[config.mk]
export PLATFORM = sky130hd
export DESIGN_NAME = acstp_target_port
export DESIGN_NICKNAME = d
export VERILOG_FILES = /design/src/hw/acstp_target_port.v /design/src/hw/acstp_sync.v
export VERILOG_INCLUDE_DIRS = /design/src /design/src/hw
export SDC_FILE = /design/constraint.sdc
export NUM_CORES = 1
export LEC_CHECK = 0
export BUFFER_PORTS_ARGS = -buffer_cell sky130_fd_sc_hd__buf_4
export CAP_MARGIN = 20
export CORE_UTILIZATION = 36
export DETAILED_ROUTE_END_ITERATION = 12
export SLEW_MARGIN = 30
export SYNTH_ARGS = -nofsm -noshare
export SYNTH_HDL_FRONTEND = slang
export SYNTH_SLANG_ARGS = --single-unit
[constraint.sdc]
create_clock -name clk_in -period 2 [get_ports clk_in]
set_input_delay 0.2 -clock clk_in [delete_from_list [all_inputs] [get_ports clk_in]]
set_output_delay 0.2 -clock clk_in [all_outputs]
set_load 0.02 [all_outputs]
[src/hw/acstp_map.vh]
// Constants of the acceleration sensor serial target port
`ifndef ACSTP_MAP_VH
`define ACSTP_MAP_VH

// Fixed upper six bits of the seven-bit target bus address
`define ACSTP_ADDR_FIXED 6'h0C
// Direction bit inside the address byte, 1 = controller reads
`define ACSTP_RW_BIT 0

// Register pointer values
`define ACSTP_PTR_X_HIGH 8'h00
`define ACSTP_PTR_X_LOW 8'h01
`define ACSTP_PTR_Y_HIGH 8'h02
`define ACSTP_PTR_Y_LOW 8'h03
`define ACSTP_PTR_Z_HIGH 8'h04
`define ACSTP_PTR_Z_LOW 8'h05
`define ACSTP_PTR_AUX_HIGH 8'h06
`define ACSTP_PTR_AUX_LOW 8'h07
`define ACSTP_PTR_AXIS_LAST 8'h07
`define ACSTP_PTR_SOFT_RESET 8'h0A
`define ACSTP_PTR_MODE_FIRST 8'h0C
`define ACSTP_PTR_MODE_SECOND 8'h0D

// Reset values of the control registers
`define ACSTP_MODE_FIRST_RST 8'h00
`define ACSTP_MODE_SECOND_RST 8'h00

// Position of the conversion clock stretch bit in mode_control_second
`define ACSTP_CLK_STRETCH_BIT 6

// Timing
`define ACSTP_CLK_PERIOD_NS 32'h0000_0008
`define ACSTP_CONV_HOLD_NS 32'h0003_0D40

`endif

[src/hw/acstp_target_port.v]
// Two-wire serial target port of a three-axis acceleration sensor
//
// Overview of operation
// - Falling data while clock high is start
// - First byte: address bits, then direction bit
// - Selected only when address bits match ours
// - Address is fixed pattern plus strap bit
// - Transmitter releases data, receiver holds low
// - Addressed receiver acknowledges every complete byte
// - Rising data while clock high is stop
// - Write: address, pointer, data, each acknowledged
// - Pointer advances after each written data byte
// - Read: pointer write, repeated start, read address
// - Pointer advances after each read byte
// - Not-ready receiver may hold clock low
// - Hold clock during conversion if stretch bit
// - Axis read: pointer zero, hold, six bytes
// - Four-wire side is target only
// - Data output released while not selected
// - Bytes are eight bits, most significant first
// - Eleven registers: outputs, reset, two controls
`timescale 1ns/1ns
`include "acstp_map.vh"
module acstp_target_port #(
    parameter [31:0] CONV_HOLD_CYC =
        (`ACSTP_CONV_HOLD_NS + `ACSTP_CLK_PERIOD_NS - 1) / `ACSTP_CLK_PERIOD_NS
) (
    input wire clk_in,
    input wire sys_rst_in,
    input wire scl_in,
    input wire sda_in,
    input wire device_select_low_in,
    input wire addr_sel_in,
    input wire [11:0] x_accel_in,
    input wire [11:0] y_accel_in,
    input wire [11:0] z_accel_in,
    input wire [11:0] aux_in,
    input wire conv_done_in,
    output wire sda_out,
    output wire sda_oe_out,
    output wire scl_out,
    output wire scl_oe_out,
    output wire bus_busy_out,
    output wire conv_start_out,
    output wire soft_reset_out,
    output wire [7:0] mode_control_first_out,
    output wire [7:0] mode_control_second_out
);

////////////////////////////////////////////////////////////////////////////////
// States and byte kinds

localparam [6:0] ST_IDLE = 7'h01;
localparam [6:0] ST_RX = 7'h02;
localparam [6:0] ST_RX_ACK = 7'h04;
localparam [6:0] ST_HOLD = 7'h08;
localparam [6:0] ST_TX = 7'h10;
localparam [6:0] ST_TX_ACK = 7'h20;
localparam [6:0] ST_IGNORE = 7'h40;

localparam [1:0] KIND_ADDR = 2'h0;
localparam [1:0] KIND_PTR = 2'h1;
localparam [1:0] KIND_DATA = 2'h2;

localparam [14:0] HOLD_LOAD = CONV_HOLD_CYC[14:0];

////////////////////////////////////////////////////////////////////////////////
// Pin synchronisers

wire scl_f;
wire sda_f;
wire sel_f;
wire addr_f;

acstp_sync #(.RST_VAL(1'b1)) u_sync_scl (
    .clk_in(clk_in),
    .sys_rst_in(sys_rst_in),
    .async_in(scl_in),
    .level_out(scl_f)
);

acstp_sync #(.RST_VAL(1'b1)) u_sync_sda (
    .clk_in(clk_in),
    .sys_rst_in(sys_rst_in),
    .async_in(sda_in),
    .level_out(sda_f)
);

acstp_sync #(.RST_VAL(1'b1)) u_sync_sel (
    .clk_in(clk_in),
    .sys_rst_in(sys_rst_in),
    .async_in(device_select_low_in),
    .level_out(sel_f)
);

// Strap is caught after release through the clocked synchroniser
acstp_sync #(.RST_VAL(1'b0)) u_sync_addr (
    .clk_in(clk_in),
    .sys_rst_in(sys_rst_in),
    .async_in(addr_sel_in),
    .level_out(addr_f)
);

////////////////////////////////////////////////////////////////////////////////
// Edge and condition detection

reg scl_q_ff;
reg sda_q_ff;

always @(posedge clk_in) begin
    if (sys_rst_in) begin
        scl_q_ff <= 1'b1;
        sda_q_ff <= 1'b1;
    end else begin
        scl_q_ff <= scl_f;
        sda_q_ff <= sda_f;
    end
end

wire i2c_mode = sel_f;
wire spi_sel = ~sel_f;
wire scl_rise = scl_f & ~scl_q_ff;
wire scl_fall = ~scl_f & scl_q_ff;
wire start_det = i2c_mode & scl_f & scl_q_ff & sda_q_ff & ~sda_f;
wire stop_det = i2c_mode & scl_f & scl_q_ff & ~sda_q_ff & sda_f;

////////////////////////////////////////////////////////////////////////////////
// Register storage

reg [7:0] axis_ff [0:7];
reg [7:0] mode_first_ff;
reg [7:0] mode_second_ff;
reg [7:0] ptr_ff;
reg [7:0] rd_byte;

// Unmapped pointers read as zero
always @* begin
    rd_byte = 8'h00;
    if (ptr_ff <= `ACSTP_PTR_AXIS_LAST) begin
        rd_byte = axis_ff[ptr_ff[2:0]];
    end else if (ptr_ff == `ACSTP_PTR_MODE_FIRST) begin
        rd_byte = mode_first_ff;
    end else if (ptr_ff == `ACSTP_PTR_MODE_SECOND) begin
        rd_byte = mode_second_ff;
    end
end

// Result split into high byte and low nibble padded with zeros
always @(posedge clk_in) begin
    if (sys_rst_in) begin
        axis_ff[0] <= 8'h00;
        axis_ff[1] <= 8'h00;
        axis_ff[2] <= 8'h00;
        axis_ff[3] <= 8'h00;
        axis_ff[4] <= 8'h00;
        axis_ff[5] <= 8'h00;
        axis_ff[6] <= 8'h00;
        axis_ff[7] <= 8'h00;
    end else if (conv_done_in) begin
        axis_ff[0] <= x_accel_in[11:4];
        axis_ff[1] <= {x_accel_in[3:0], 4'h0};
        axis_ff[2] <= y_accel_in[11:4];
        axis_ff[3] <= {y_accel_in[3:0], 4'h0};
        axis_ff[4] <= z_accel_in[11:4];
        axis_ff[5] <= {z_accel_in[3:0], 4'h0};
        axis_ff[6] <= aux_in[11:4];
        axis_ff[7] <= {aux_in[3:0], 4'h0};
    end
end

////////////////////////////////////////////////////////////////////////////////
// Protocol engine

reg [6:0] state_ff;
reg [6:0] nxt_state;
reg [1:0] kind_ff;
reg [1:0] nxt_kind;
reg [2:0] cnt_ff;
reg [2:0] nxt_cnt;
reg [7:0] shift_ff;
reg [7:0] nxt_shift;
reg [7:0] tx_ff;
reg [7:0] nxt_tx;
reg [7:0] nxt_ptr;
reg full_ff;
reg nxt_full;
reg rw_ff;
reg nxt_rw;
reg drive_ff;
reg nxt_drive;
reg hold_ff;
reg nxt_hold;
reg busy_ff;
reg nxt_busy;
reg mack_ff;
reg nxt_mack;
reg wr_en;
reg conv_start;
reg [14:0] hold_cnt_ff;
reg conv_seen_ff;
reg sda_oe_ff;
reg sda_o_ff;
reg conv_start_ff;
reg soft_reset_ff;

wire addr_match = (shift_ff[7:1] == {`ACSTP_ADDR_FIXED, addr_f});
wire stretch_en = mode_second_ff[`ACSTP_CLK_STRETCH_BIT];

always @* begin
    nxt_state = state_ff;
    nxt_kind = kind_ff;
    nxt_cnt = cnt_ff;
    nxt_shift = shift_ff;
    nxt_tx = tx_ff;
    nxt_ptr = ptr_ff;
    nxt_full = full_ff;
    nxt_rw = rw_ff;
    nxt_drive = drive_ff;
    nxt_hold = hold_ff;
    nxt_busy = busy_ff;
    nxt_mack = mack_ff;
    wr_en = 1'b0;
    conv_start = 1'b0;
    if (!i2c_mode) begin
        nxt_state = ST_IDLE;
        nxt_drive = 1'b0;
        nxt_hold = 1'b0;
        nxt_busy = 1'b0;
    end else if (start_det) begin
        // Repeated start keeps the pointer for the following read
        nxt_state = ST_RX;
        nxt_kind = KIND_ADDR;
        nxt_cnt = 3'h0;
        nxt_full = 1'b0;
        nxt_drive = 1'b0;
        nxt_hold = 1'b0;
        nxt_busy = 1'b1;
    end else if (stop_det) begin
        nxt_state = ST_IDLE;
        nxt_drive = 1'b0;
        nxt_hold = 1'b0;
        nxt_busy = 1'b0;
    end else begin
        case (state_ff)
            ST_RX: begin
                if (scl_rise) begin
                    nxt_shift = {shift_ff[6:0], sda_f};
                    nxt_cnt = cnt_ff + 3'h1;
                    if (cnt_ff == 3'h7) begin
                        nxt_full = 1'b1;
                    end
                end else if (scl_fall && full_ff) begin
                    nxt_full = 1'b0;
                    if (kind_ff != KIND_ADDR) begin
                        nxt_state = ST_RX_ACK;
                        nxt_drive = 1'b1;
                    end else if (addr_match) begin
                        nxt_state = ST_RX_ACK;
                        nxt_drive = 1'b1;
                        nxt_rw = shift_ff[`ACSTP_RW_BIT];
                    end else begin
                        nxt_state = ST_IGNORE;
                    end
                end
            end
            ST_RX_ACK: begin
                if (scl_fall) begin
                    nxt_drive = 1'b0;
                    nxt_cnt = 3'h0;
                    if (kind_ff == KIND_ADDR && rw_ff) begin
                        nxt_state = ST_TX;
                        nxt_tx = rd_byte;
                        nxt_drive = ~rd_byte[7];
                    end else if (kind_ff == KIND_ADDR) begin
                        nxt_state = ST_RX;
                        nxt_kind = KIND_PTR;
                    end else if (kind_ff == KIND_PTR) begin
                        nxt_ptr = shift_ff;
                        nxt_state = ST_RX;
                        nxt_kind = KIND_DATA;
                        if (shift_ff <= `ACSTP_PTR_AXIS_LAST) begin
                            conv_start = 1'b1;
                            if (stretch_en) begin
                                nxt_state = ST_HOLD;
                                nxt_hold = 1'b1;
                            end
                        end
                    end else begin
                        wr_en = 1'b1;
                        nxt_ptr = ptr_ff + 8'h01;
                        nxt_state = ST_RX;
                    end
                end
            end
            ST_HOLD: begin
                // Clock stays low until both the minimum time and the result
                if (hold_cnt_ff == 15'h0000 && conv_seen_ff) begin
                    nxt_hold = 1'b0;
                    nxt_state = ST_RX;
                end
            end
            ST_TX: begin
                if (scl_fall) begin
                    if (cnt_ff == 3'h7) begin
                        nxt_drive = 1'b0;
                        nxt_state = ST_TX_ACK;
                        nxt_cnt = 3'h0;
                        nxt_mack = 1'b0;
                    end else begin
                        nxt_tx = {tx_ff[6:0], 1'b0};
                        nxt_cnt = cnt_ff + 3'h1;
                        nxt_drive = ~tx_ff[6];
                    end
                end
            end
            ST_TX_ACK: begin
                if (scl_rise) begin
                    nxt_ptr = ptr_ff + 8'h01;
                    nxt_mack = ~sda_f;
                    if (sda_f) begin
                        // Not-acknowledge ends the read burst
                        nxt_state = ST_IGNORE;
                    end
                end else if (scl_fall && mack_ff) begin
                    nxt_mack = 1'b0;
                    nxt_state = ST_TX;
                    nxt_tx = rd_byte;
                    nxt_drive = ~rd_byte[7];
                end
            end
            ST_IDLE: begin
                nxt_drive = 1'b0;
            end
            ST_IGNORE: begin
                nxt_drive = 1'b0;
            end
            default: begin
                nxt_state = ST_IDLE;
                nxt_drive = 1'b0;
                nxt_hold = 1'b0;
            end
        endcase
    end
end

always @(posedge clk_in) begin
    if (sys_rst_in) begin
        state_ff <= ST_IDLE;
        kind_ff <= KIND_ADDR;
        cnt_ff <= 3'h0;
        shift_ff <= 8'h00;
        tx_ff <= 8'h00;
        ptr_ff <= 8'h00;
        full_ff <= 1'b0;
        rw_ff <= 1'b0;
        drive_ff <= 1'b0;
        hold_ff <= 1'b0;
        busy_ff <= 1'b0;
        mack_ff <= 1'b0;
    end else begin
        state_ff <= nxt_state;
        kind_ff <= nxt_kind;
        cnt_ff <= nxt_cnt;
        shift_ff <= nxt_shift;
        tx_ff <= nxt_tx;
        ptr_ff <= nxt_ptr;
        full_ff <= nxt_full;
        rw_ff <= nxt_rw;
        drive_ff <= nxt_drive;
        hold_ff <= nxt_hold;
        busy_ff <= nxt_busy;
        mack_ff <= nxt_mack;
    end
end

////////////////////////////////////////////////////////////////////////////////
// Conversion hold timing and control register writes

// A result arriving in the start cycle is kept: set wins over clear
always @(posedge clk_in) begin
    if (sys_rst_in) begin
        hold_cnt_ff <= 15'h0000;
        conv_seen_ff <= 1'b0;
    end else begin
        if (conv_start) begin
            hold_cnt_ff <= HOLD_LOAD;
        end else if (hold_cnt_ff != 15'h0000) begin
            hold_cnt_ff <= hold_cnt_ff - 15'h0001;
        end
        if (conv_done_in) begin
            conv_seen_ff <= 1'b1;
        end else if (conv_start) begin
            conv_seen_ff <= 1'b0;
        end
    end
end

// Only the two control registers take data; output bytes are read-only
always @(posedge clk_in) begin
    if (sys_rst_in) begin
        mode_first_ff <= `ACSTP_MODE_FIRST_RST;
        mode_second_ff <= `ACSTP_MODE_SECOND_RST;
        soft_reset_ff <= 1'b0;
        conv_start_ff <= 1'b0;
    end else begin
        if (wr_en && ptr_ff == `ACSTP_PTR_MODE_FIRST) begin
            mode_first_ff <= shift_ff;
        end
        if (wr_en && ptr_ff == `ACSTP_PTR_MODE_SECOND) begin
            mode_second_ff <= shift_ff;
        end
        soft_reset_ff <= wr_en && (ptr_ff == `ACSTP_PTR_SOFT_RESET);
        conv_start_ff <= conv_start;
    end
end

////////////////////////////////////////////////////////////////////////////////
// Pin drivers

// Four-wire side never drives the clock; its framing is not built here
always @(posedge clk_in) begin
    if (sys_rst_in) begin
        sda_oe_ff <= 1'b0;
        sda_o_ff <= 1'b0;
    end else begin
        sda_oe_ff <= i2c_mode ? nxt_drive : spi_sel;
        sda_o_ff <= i2c_mode ? 1'b0 : rd_byte[7];
    end
end

assign sda_out = sda_o_ff;
assign sda_oe_out = sda_oe_ff;
assign scl_out = 1'b0;
assign scl_oe_out = hold_ff;
assign bus_busy_out = busy_ff;
assign conv_start_out = conv_start_ff;
assign soft_reset_out = soft_reset_ff;
assign mode_control_first_out = mode_first_ff;
assign mode_control_second_out = mode_second_ff;

endmodule

[src/hw/acstp_sync.v]
// Three-stage input synchroniser with agreement filter
`timescale 1ns/1ns
module acstp_sync #(
    parameter RST_VAL = 1'b1
) (
    input wire clk_in,
    input wire sys_rst_in,
    input wire async_in,
    output wire level_out
);

reg stage1_ff;
reg stage2_ff;
reg stage3_ff;
reg level_ff;

// Output moves only when the second and third stages agree
always @(posedge clk_in) begin
    if (sys_rst_in) begin
        stage1_ff <= RST_VAL;
        stage2_ff <= RST_VAL;
        stage3_ff <= RST_VAL;
        level_ff <= RST_VAL;
    end else begin
        stage1_ff <= async_in;
        stage2_ff <= stage1_ff;
        stage3_ff <= stage2_ff;
        if (stage2_ff == stage3_ff) begin
            level_ff <= stage3_ff;
        end
    end
end

assign level_out = level_ff;

endmodule

**Yosys cells after proc, flatten, opt, wreduce, memory -nomap -nowiden**

Memory sizes are Yosys's and may differ from the RTL's. A register that Yosys moved wholly into a read port is not among the register bits.
Cells that the tools add are included.

- Register bits after elaboration: 95
- Memory bits (writable): 64
- Output and inout port bits: 23
- Word-level logic and storage cells: 286
- Memories: 1

- Add/subtract/negate cells: 3
- $lt $le $gt $ge: 2
- Equal/unequal tests: 50
- Muxes and demuxes: 121
- Bitwise operators: 29
- Reduce and logical (&&, ||, !) cells: 40

Memory list:

| name | depth | bits a word | read ports | clocked after memory_dff | write ports | RTL line | RTL |
|---|---|---|---|---|---|---|---|
| axis_ff | 8 | 8 | 1 | 1 | 8 | acstp_target_port.v:130 | `reg [7:0] axis_ff [0:7];` |

Operators with widths:

| cell | count |
|---|---|
| 7-bit two-way mux | 20 |
| 8-bit two-way mux | 16 |
| 1-bit two-way mux | 57 |
| 7-bit case mux with 6 select lines | 1 |
| 2-bit != test, second input constant | 18 |
| 15-bit two-way mux | 2 |
| 8-bit by 4-bit equality test with 1-bit output, second input constant | 3 |
| 3-bit two-way mux | 8 |
| 4-bit != test, second input constant | 6 |
| 8-bit AND reduction | 3 |
| 7-bit case mux with 3 select lines | 1 |
| 2-bit two-way mux | 9 |
| 9-bit AND reduction | 2 |
| 2-bit nonzero test | 9 |
| 8-bit by 3-bit <= comparator with 1-bit output, second input constant | 2 |
| 8-bit case mux with 2 select lines | 1 |
| 15-bit logical NOT | 1 |
| 15-bit nonzero test | 1 |
| 15-bit by 1-bit subtractor with 15-bit output, second input constant | 1 |
| 1-bit NOT | 13 |
| 3-bit != test, second input constant | 4 |
| 6-bit AND reduction | 2 |
| 10-bit AND reduction | 1 |
| 5-bit AND reduction | 2 |
| other kinds (32) | 62 |

**Logic depth before layout (Yosys ltp)**

- Depth in word-level cells: 12
- Mapped depth: 9
- Gate-level depth less buffers: 8

**By module**

From an unflattened synthesis, not the netlist that was laid out.

- Cell total of the unflattened synthesis: 705
- Area total of the unflattened synthesis: 6846.6 µm²

By module, submodules not included:

| module | times used | cells an instance | area an instance (µm²) | seq. area each (µm²) |
|---|---|---|---|---|
| acstp_target_port | 1 | 665 | 6388.6 | 3083.0 |
| acstp_sync (u_sync_scl ...) | 3 | 10 | 115.1 | 80.1 |
| acstp_sync (u_sync_addr) | 1 | 10 | 112.6 | 80.1 |

**Worst setup path before layout**

Ideal clock, no wire load.

- Path type: flip-flop to flip-flop
- From: reg ptr_ff[4]
- To: reg mode_first_ff[0], in the netlist mode_control_first_out[0]
- Library setup time: 132 ps
- Arrival time: 1919 ps
- Required time: 1868 ps
- Setup slack: -51 ps
- Cell stages (with the launch flop): 7
- Path buffers: 0
- Period minus slack after synthesis: 2051 ps
- Cell sequence: dfxtp_1 -> or4_4 -> or2_4 -> nor4_4 -> nand2_1 -> nand2_1 -> a21oi_1

- Cells in the longest elaborated chain, start to end: 2

Ends and longest elaborated chain:

| item | RTL line | RTL |
|---|---|---|
| start, declared | acstp_target_port.v:133 | `reg [7:0] ptr_ff;` |
| start signal, assigned | acstp_target_port.v:366 | `ptr_ff <= nxt_ptr;` |
| 8-bit by 4-bit equality test with 1-bit output (no line) | n/a |  |
| 1-bit logical AND (no line) | n/a |  |
| end signal, assigned | acstp_target_port.v:401 | `` mode_first_ff <= `ACSTP_MODE_FIRST_RST; `` |
| end signal, assigned | acstp_target_port.v:407 | `mode_first_ff <= shift_ff;` |
| end, declared | acstp_target_port.v:131 | `reg [7:0] mode_first_ff;` |

Every way passes these cells.
A chain may end at the register's enable or synchronous reset.

**Worst setup path in the final report**

- From: reg hold_cnt_ff[0]
- To: reg state_ff[1]

- Cells in the longest elaborated chain, start to end: 4

Ends and longest elaborated chain:

| item | RTL line | RTL |
|---|---|---|
| start, declared | acstp_target_port.v:199 | `reg [14:0] hold_cnt_ff;` |
| start signal, assigned | acstp_target_port.v:388 | `hold_cnt_ff <= hold_cnt_ff - 15'h0001;` |
| 15-bit logical NOT | acstp_target_port.v:297 | `if (hold_cnt_ff == 15'h0000 && conv_seen_ff) begin` |
| 1-bit logical AND | acstp_target_port.v:297 |  |
| 4-bit != test (no line) | n/a |  |
| 9-bit AND reduction (no line) | n/a |  |
| end signal, assigned | acstp_target_port.v:361 | `state_ff <= nxt_state;` |
| end, declared | acstp_target_port.v:174 | `reg [6:0] state_ff;` |

Every way passes these cells.

==> out/metrics.yaml <==
ys.flop_type: "dfxtp_1"
finalCritPeriodShare: 0.9988
dp_hpwl_um: 12650
wl_per_cell_um: 15.89
fillers: 1720
clock_sinks: 146
ys_ff_latch: 146
slew_headroom: 0.5823
setup_viol: 0
grt_pass1_wl_um: 28470
routed_wl_um: 17920
grt_max_degree: 49
syn_avg_cell_area_um2: 9.720
hold_path.class: "input pin to flop"
first_pass_iters: 4
fp.dieH_um: 140.0
fin_crit_ns: 1.998
dpl.cell_count: 1078
p_leak_nw: 3.698
drc: 0
start_util: 0.3664
drv_slew: 0
critPathCaptureType: "flop"
fin_skew_ns: 0.008519
finalSetupTns_ns: 0
viasPerCell: 5.112
synth_edf_count: 48
vias: 5766
slowest_stage: "or3_1"
core_area_um2: 18710
ys_warn_count: 0
stdcell_area_um2: 9418
antenna_found_initial: 0
yosysUniqueCellTypes: 70
critPathMaxStageDelay_ns: 0.37
worstPathMaxFanout: 5
cts_tree: "done"
ir_drop_uv: 610.8
tightest_slew_ns: 0.6252
finalHoldViolCount: 0
synth_fp_nets: 767
drtIter0Drc: 239
seq_area_frac_synth: 0.4966
grt-ovfl-total: 0
worstPathRequired_ns: 2.35
gp_congestion: 0.8851
nNetsFinal: 942
syn-cell-area_um2: 6853
layout-drive-gt1-share: 0.3662
power_density_nw_per_um2: 836.9
cp_cell_sequence: "inv_2 -> ha_4 -> and3b_1 -> nand4_1 -> a22oi_2 -> nand4_1 -> or3_1 -> a31oi_1"
place.port_buffers: 76
final_common_cell: "buf_4"
cts_buffers: 17
rsz0062_at_grt: "yes"
postRouteAntennaNets: 0
power_mw: 7.882
final_cell_mix: "buf_4, dfxtp_1, nand2_1, nor2_1"
fp-row-count: 50
async_flop_share: 0
clk_latency_ns: 0.43
maxCapViolations: 0
htreeDepth: 4
syn-instance-count: 705
die_w_um: 140.0
status: "completed"
dieArea_um2: 19590
max_freq_ghz: 0.5006
pin_count: 78
dpl_cell_area_um2: 8389
final_cells: 1128
cp_top_family: "simple AND/OR/NAND/NOR gates"
crit_top_cell: "nand4_1"
startpoint_type: "flop"
cts_root_buf: "clkbuf_16"
cts.clk_slew.worst_paths_ns: 0.07
worst_ep_arrival_time_ns: 2.35
grt_pass1_vias: 5623
clk_path_buf_depth: 2
syn2layout_area_growth_pct: 37.43
setup.worst_path.class: "flop to flop"
grt_usage: 0.1867
crit_buf_inv: 1
## routing by layer
layer  share of wire  GRT usage  up-vias
li1                -          -     2881
met1            0.45     0.2378     2710
met2            0.48     0.3018      149
met3           0.050    0.04821       26
met4           0.019    0.07461        0
met5               0          0        -
## sequential cells by signal (all words and copies together) (netlist names), 2 cells and up, named ones only
| signal | count |
|---|---|
| shift_ff | 8 |
| axis_ff | 48 |
| mode_control_second_out | 8 |
| hold_cnt_ff | 15 |
| mode_control_first_out | 8 |
| state_ff | 7 |
| kind_ff | 2 |
| ptr_ff | 8 |
| tx_ff | 7 |
| cnt_ff | 3 |
## timing repair
action | CTS | global route
cloned | 0 | 4
pin swaps | 11 | 27
hold buffers | 4 | 0
hold endpoints to repair | 4 | 0
setup buffers | 3 | 7
resized for setup | 22 | 55
endpoints found under the setup margin | 21 | 51
## cells by family after synthesis
logic type / count (synthesis) / synth area share
mux: 27 / 0.05843
simple gates: 320 / 0.2534
flops: 146 / 0.4966
buf+inv: 50 / 0.03268
xor+xnor: 15 / 0.01917
compound gates: 139 / 0.1263
other cells: 1 / 0.0005472
fa+ha+maj: 7 / 0.01278
## cell usage after synthesis, types with 8 or more instances
cell | count | area (µm²)
nor3_1 | 15 | 75.07
edfxtp_1 | 48 | 1441
a22oi_1 | 8 | 60.06
inv_1 | 9 | 33.78
mux4_2 | 10 | 225.2
mux2i_1 | 13 | 130.1
nor2_1 | 52 | 195.2
a21oi_1 | 57 | 285.3
or2_2 | 14 | 87.58
xor2_1 | 11 | 96.34
nand3_1 | 28 | 140.1
and2_1 | 40 | 250.2
dfxtp_1 | 98 | 1962
nor2b_1 | 21 | 131.4
buf_2 | 8 | 40.04
o21ai_0 | 22 | 110.1
clkbuf_1 | 26 | 97.59
nand2_1 | 84 | 315.3
## worst register-to-register path, cell delays in order (launching register included)
cell and delay (ns):
dfxtp_2 0.32, inv_2 0.06, ha_4 0.14, and3b_1 0.15
nand4_1 0.15, a22oi_2 0.32, nand4_1 0.24, or3_1 0.37
a31oi_1 0.16
## metrics by stage
stage | hold slack [ns] | utilization | setup slack, ns
2_1_floorplan | 0.3038 | - | 0.02301
3_3_place_gp | 0.3879 | 0.4482 | -0.1150
5_1_grt | 0.02654 | 0.5033 | -0.1382
3_5_place_dp | 0.3873 | 0.4485 | -0.1286
6_report | 0.04143 | 0.5035 | 0.002310
4_1_cts | 0.02164 | 0.4883 | 0.001408
## where the power goes
group / switching, mW / internal [mW] / total, mW
clock network: 1.40 / 1.78 / 3.18
logic: 0.605 / 0.712 / 1.32
registers: 0.120 / 3.26 / 3.38
## path summary, 6_finish.rpt
| check | from | to | slack (ns) | depth (start not counted) |
|---|---|---|---|---|
| max reg2reg | hold_cnt_ff[0] | state_ff[1] | 0.002 | 8 |
| min reg2reg | u_sync_scl.stage1_ff | u_sync_scl.stage2_ff | 0.41 | 1 |
| min | y_accel_in[2] | axis_ff[3][6] | 0.04 | 2 |
| max | hold_cnt_ff[0] | state_ff[1] | 0.002 | 8 |
## layout make-up
class / count / area [µm²] / share of cell area
Inverter: 9 / 33.78 / 0.003587
Antenna cell: 1 / 2.502 / 0.0002657
Multi-Input combinational cell: 509 / 3467 / 0.3681
Timing Repair Buffer: 197 / 1600 / 0.1699
Sequential cell: 146 / 3428 / 0.3640
Clock buffer: 17 / 425.4 / 0.04517
Clock inverter: 15 / 167.7 / 0.01780
Tap cell: 234 / 292.8 / 0.03109
No activity file was read; power rests on OpenSTA's default activity.
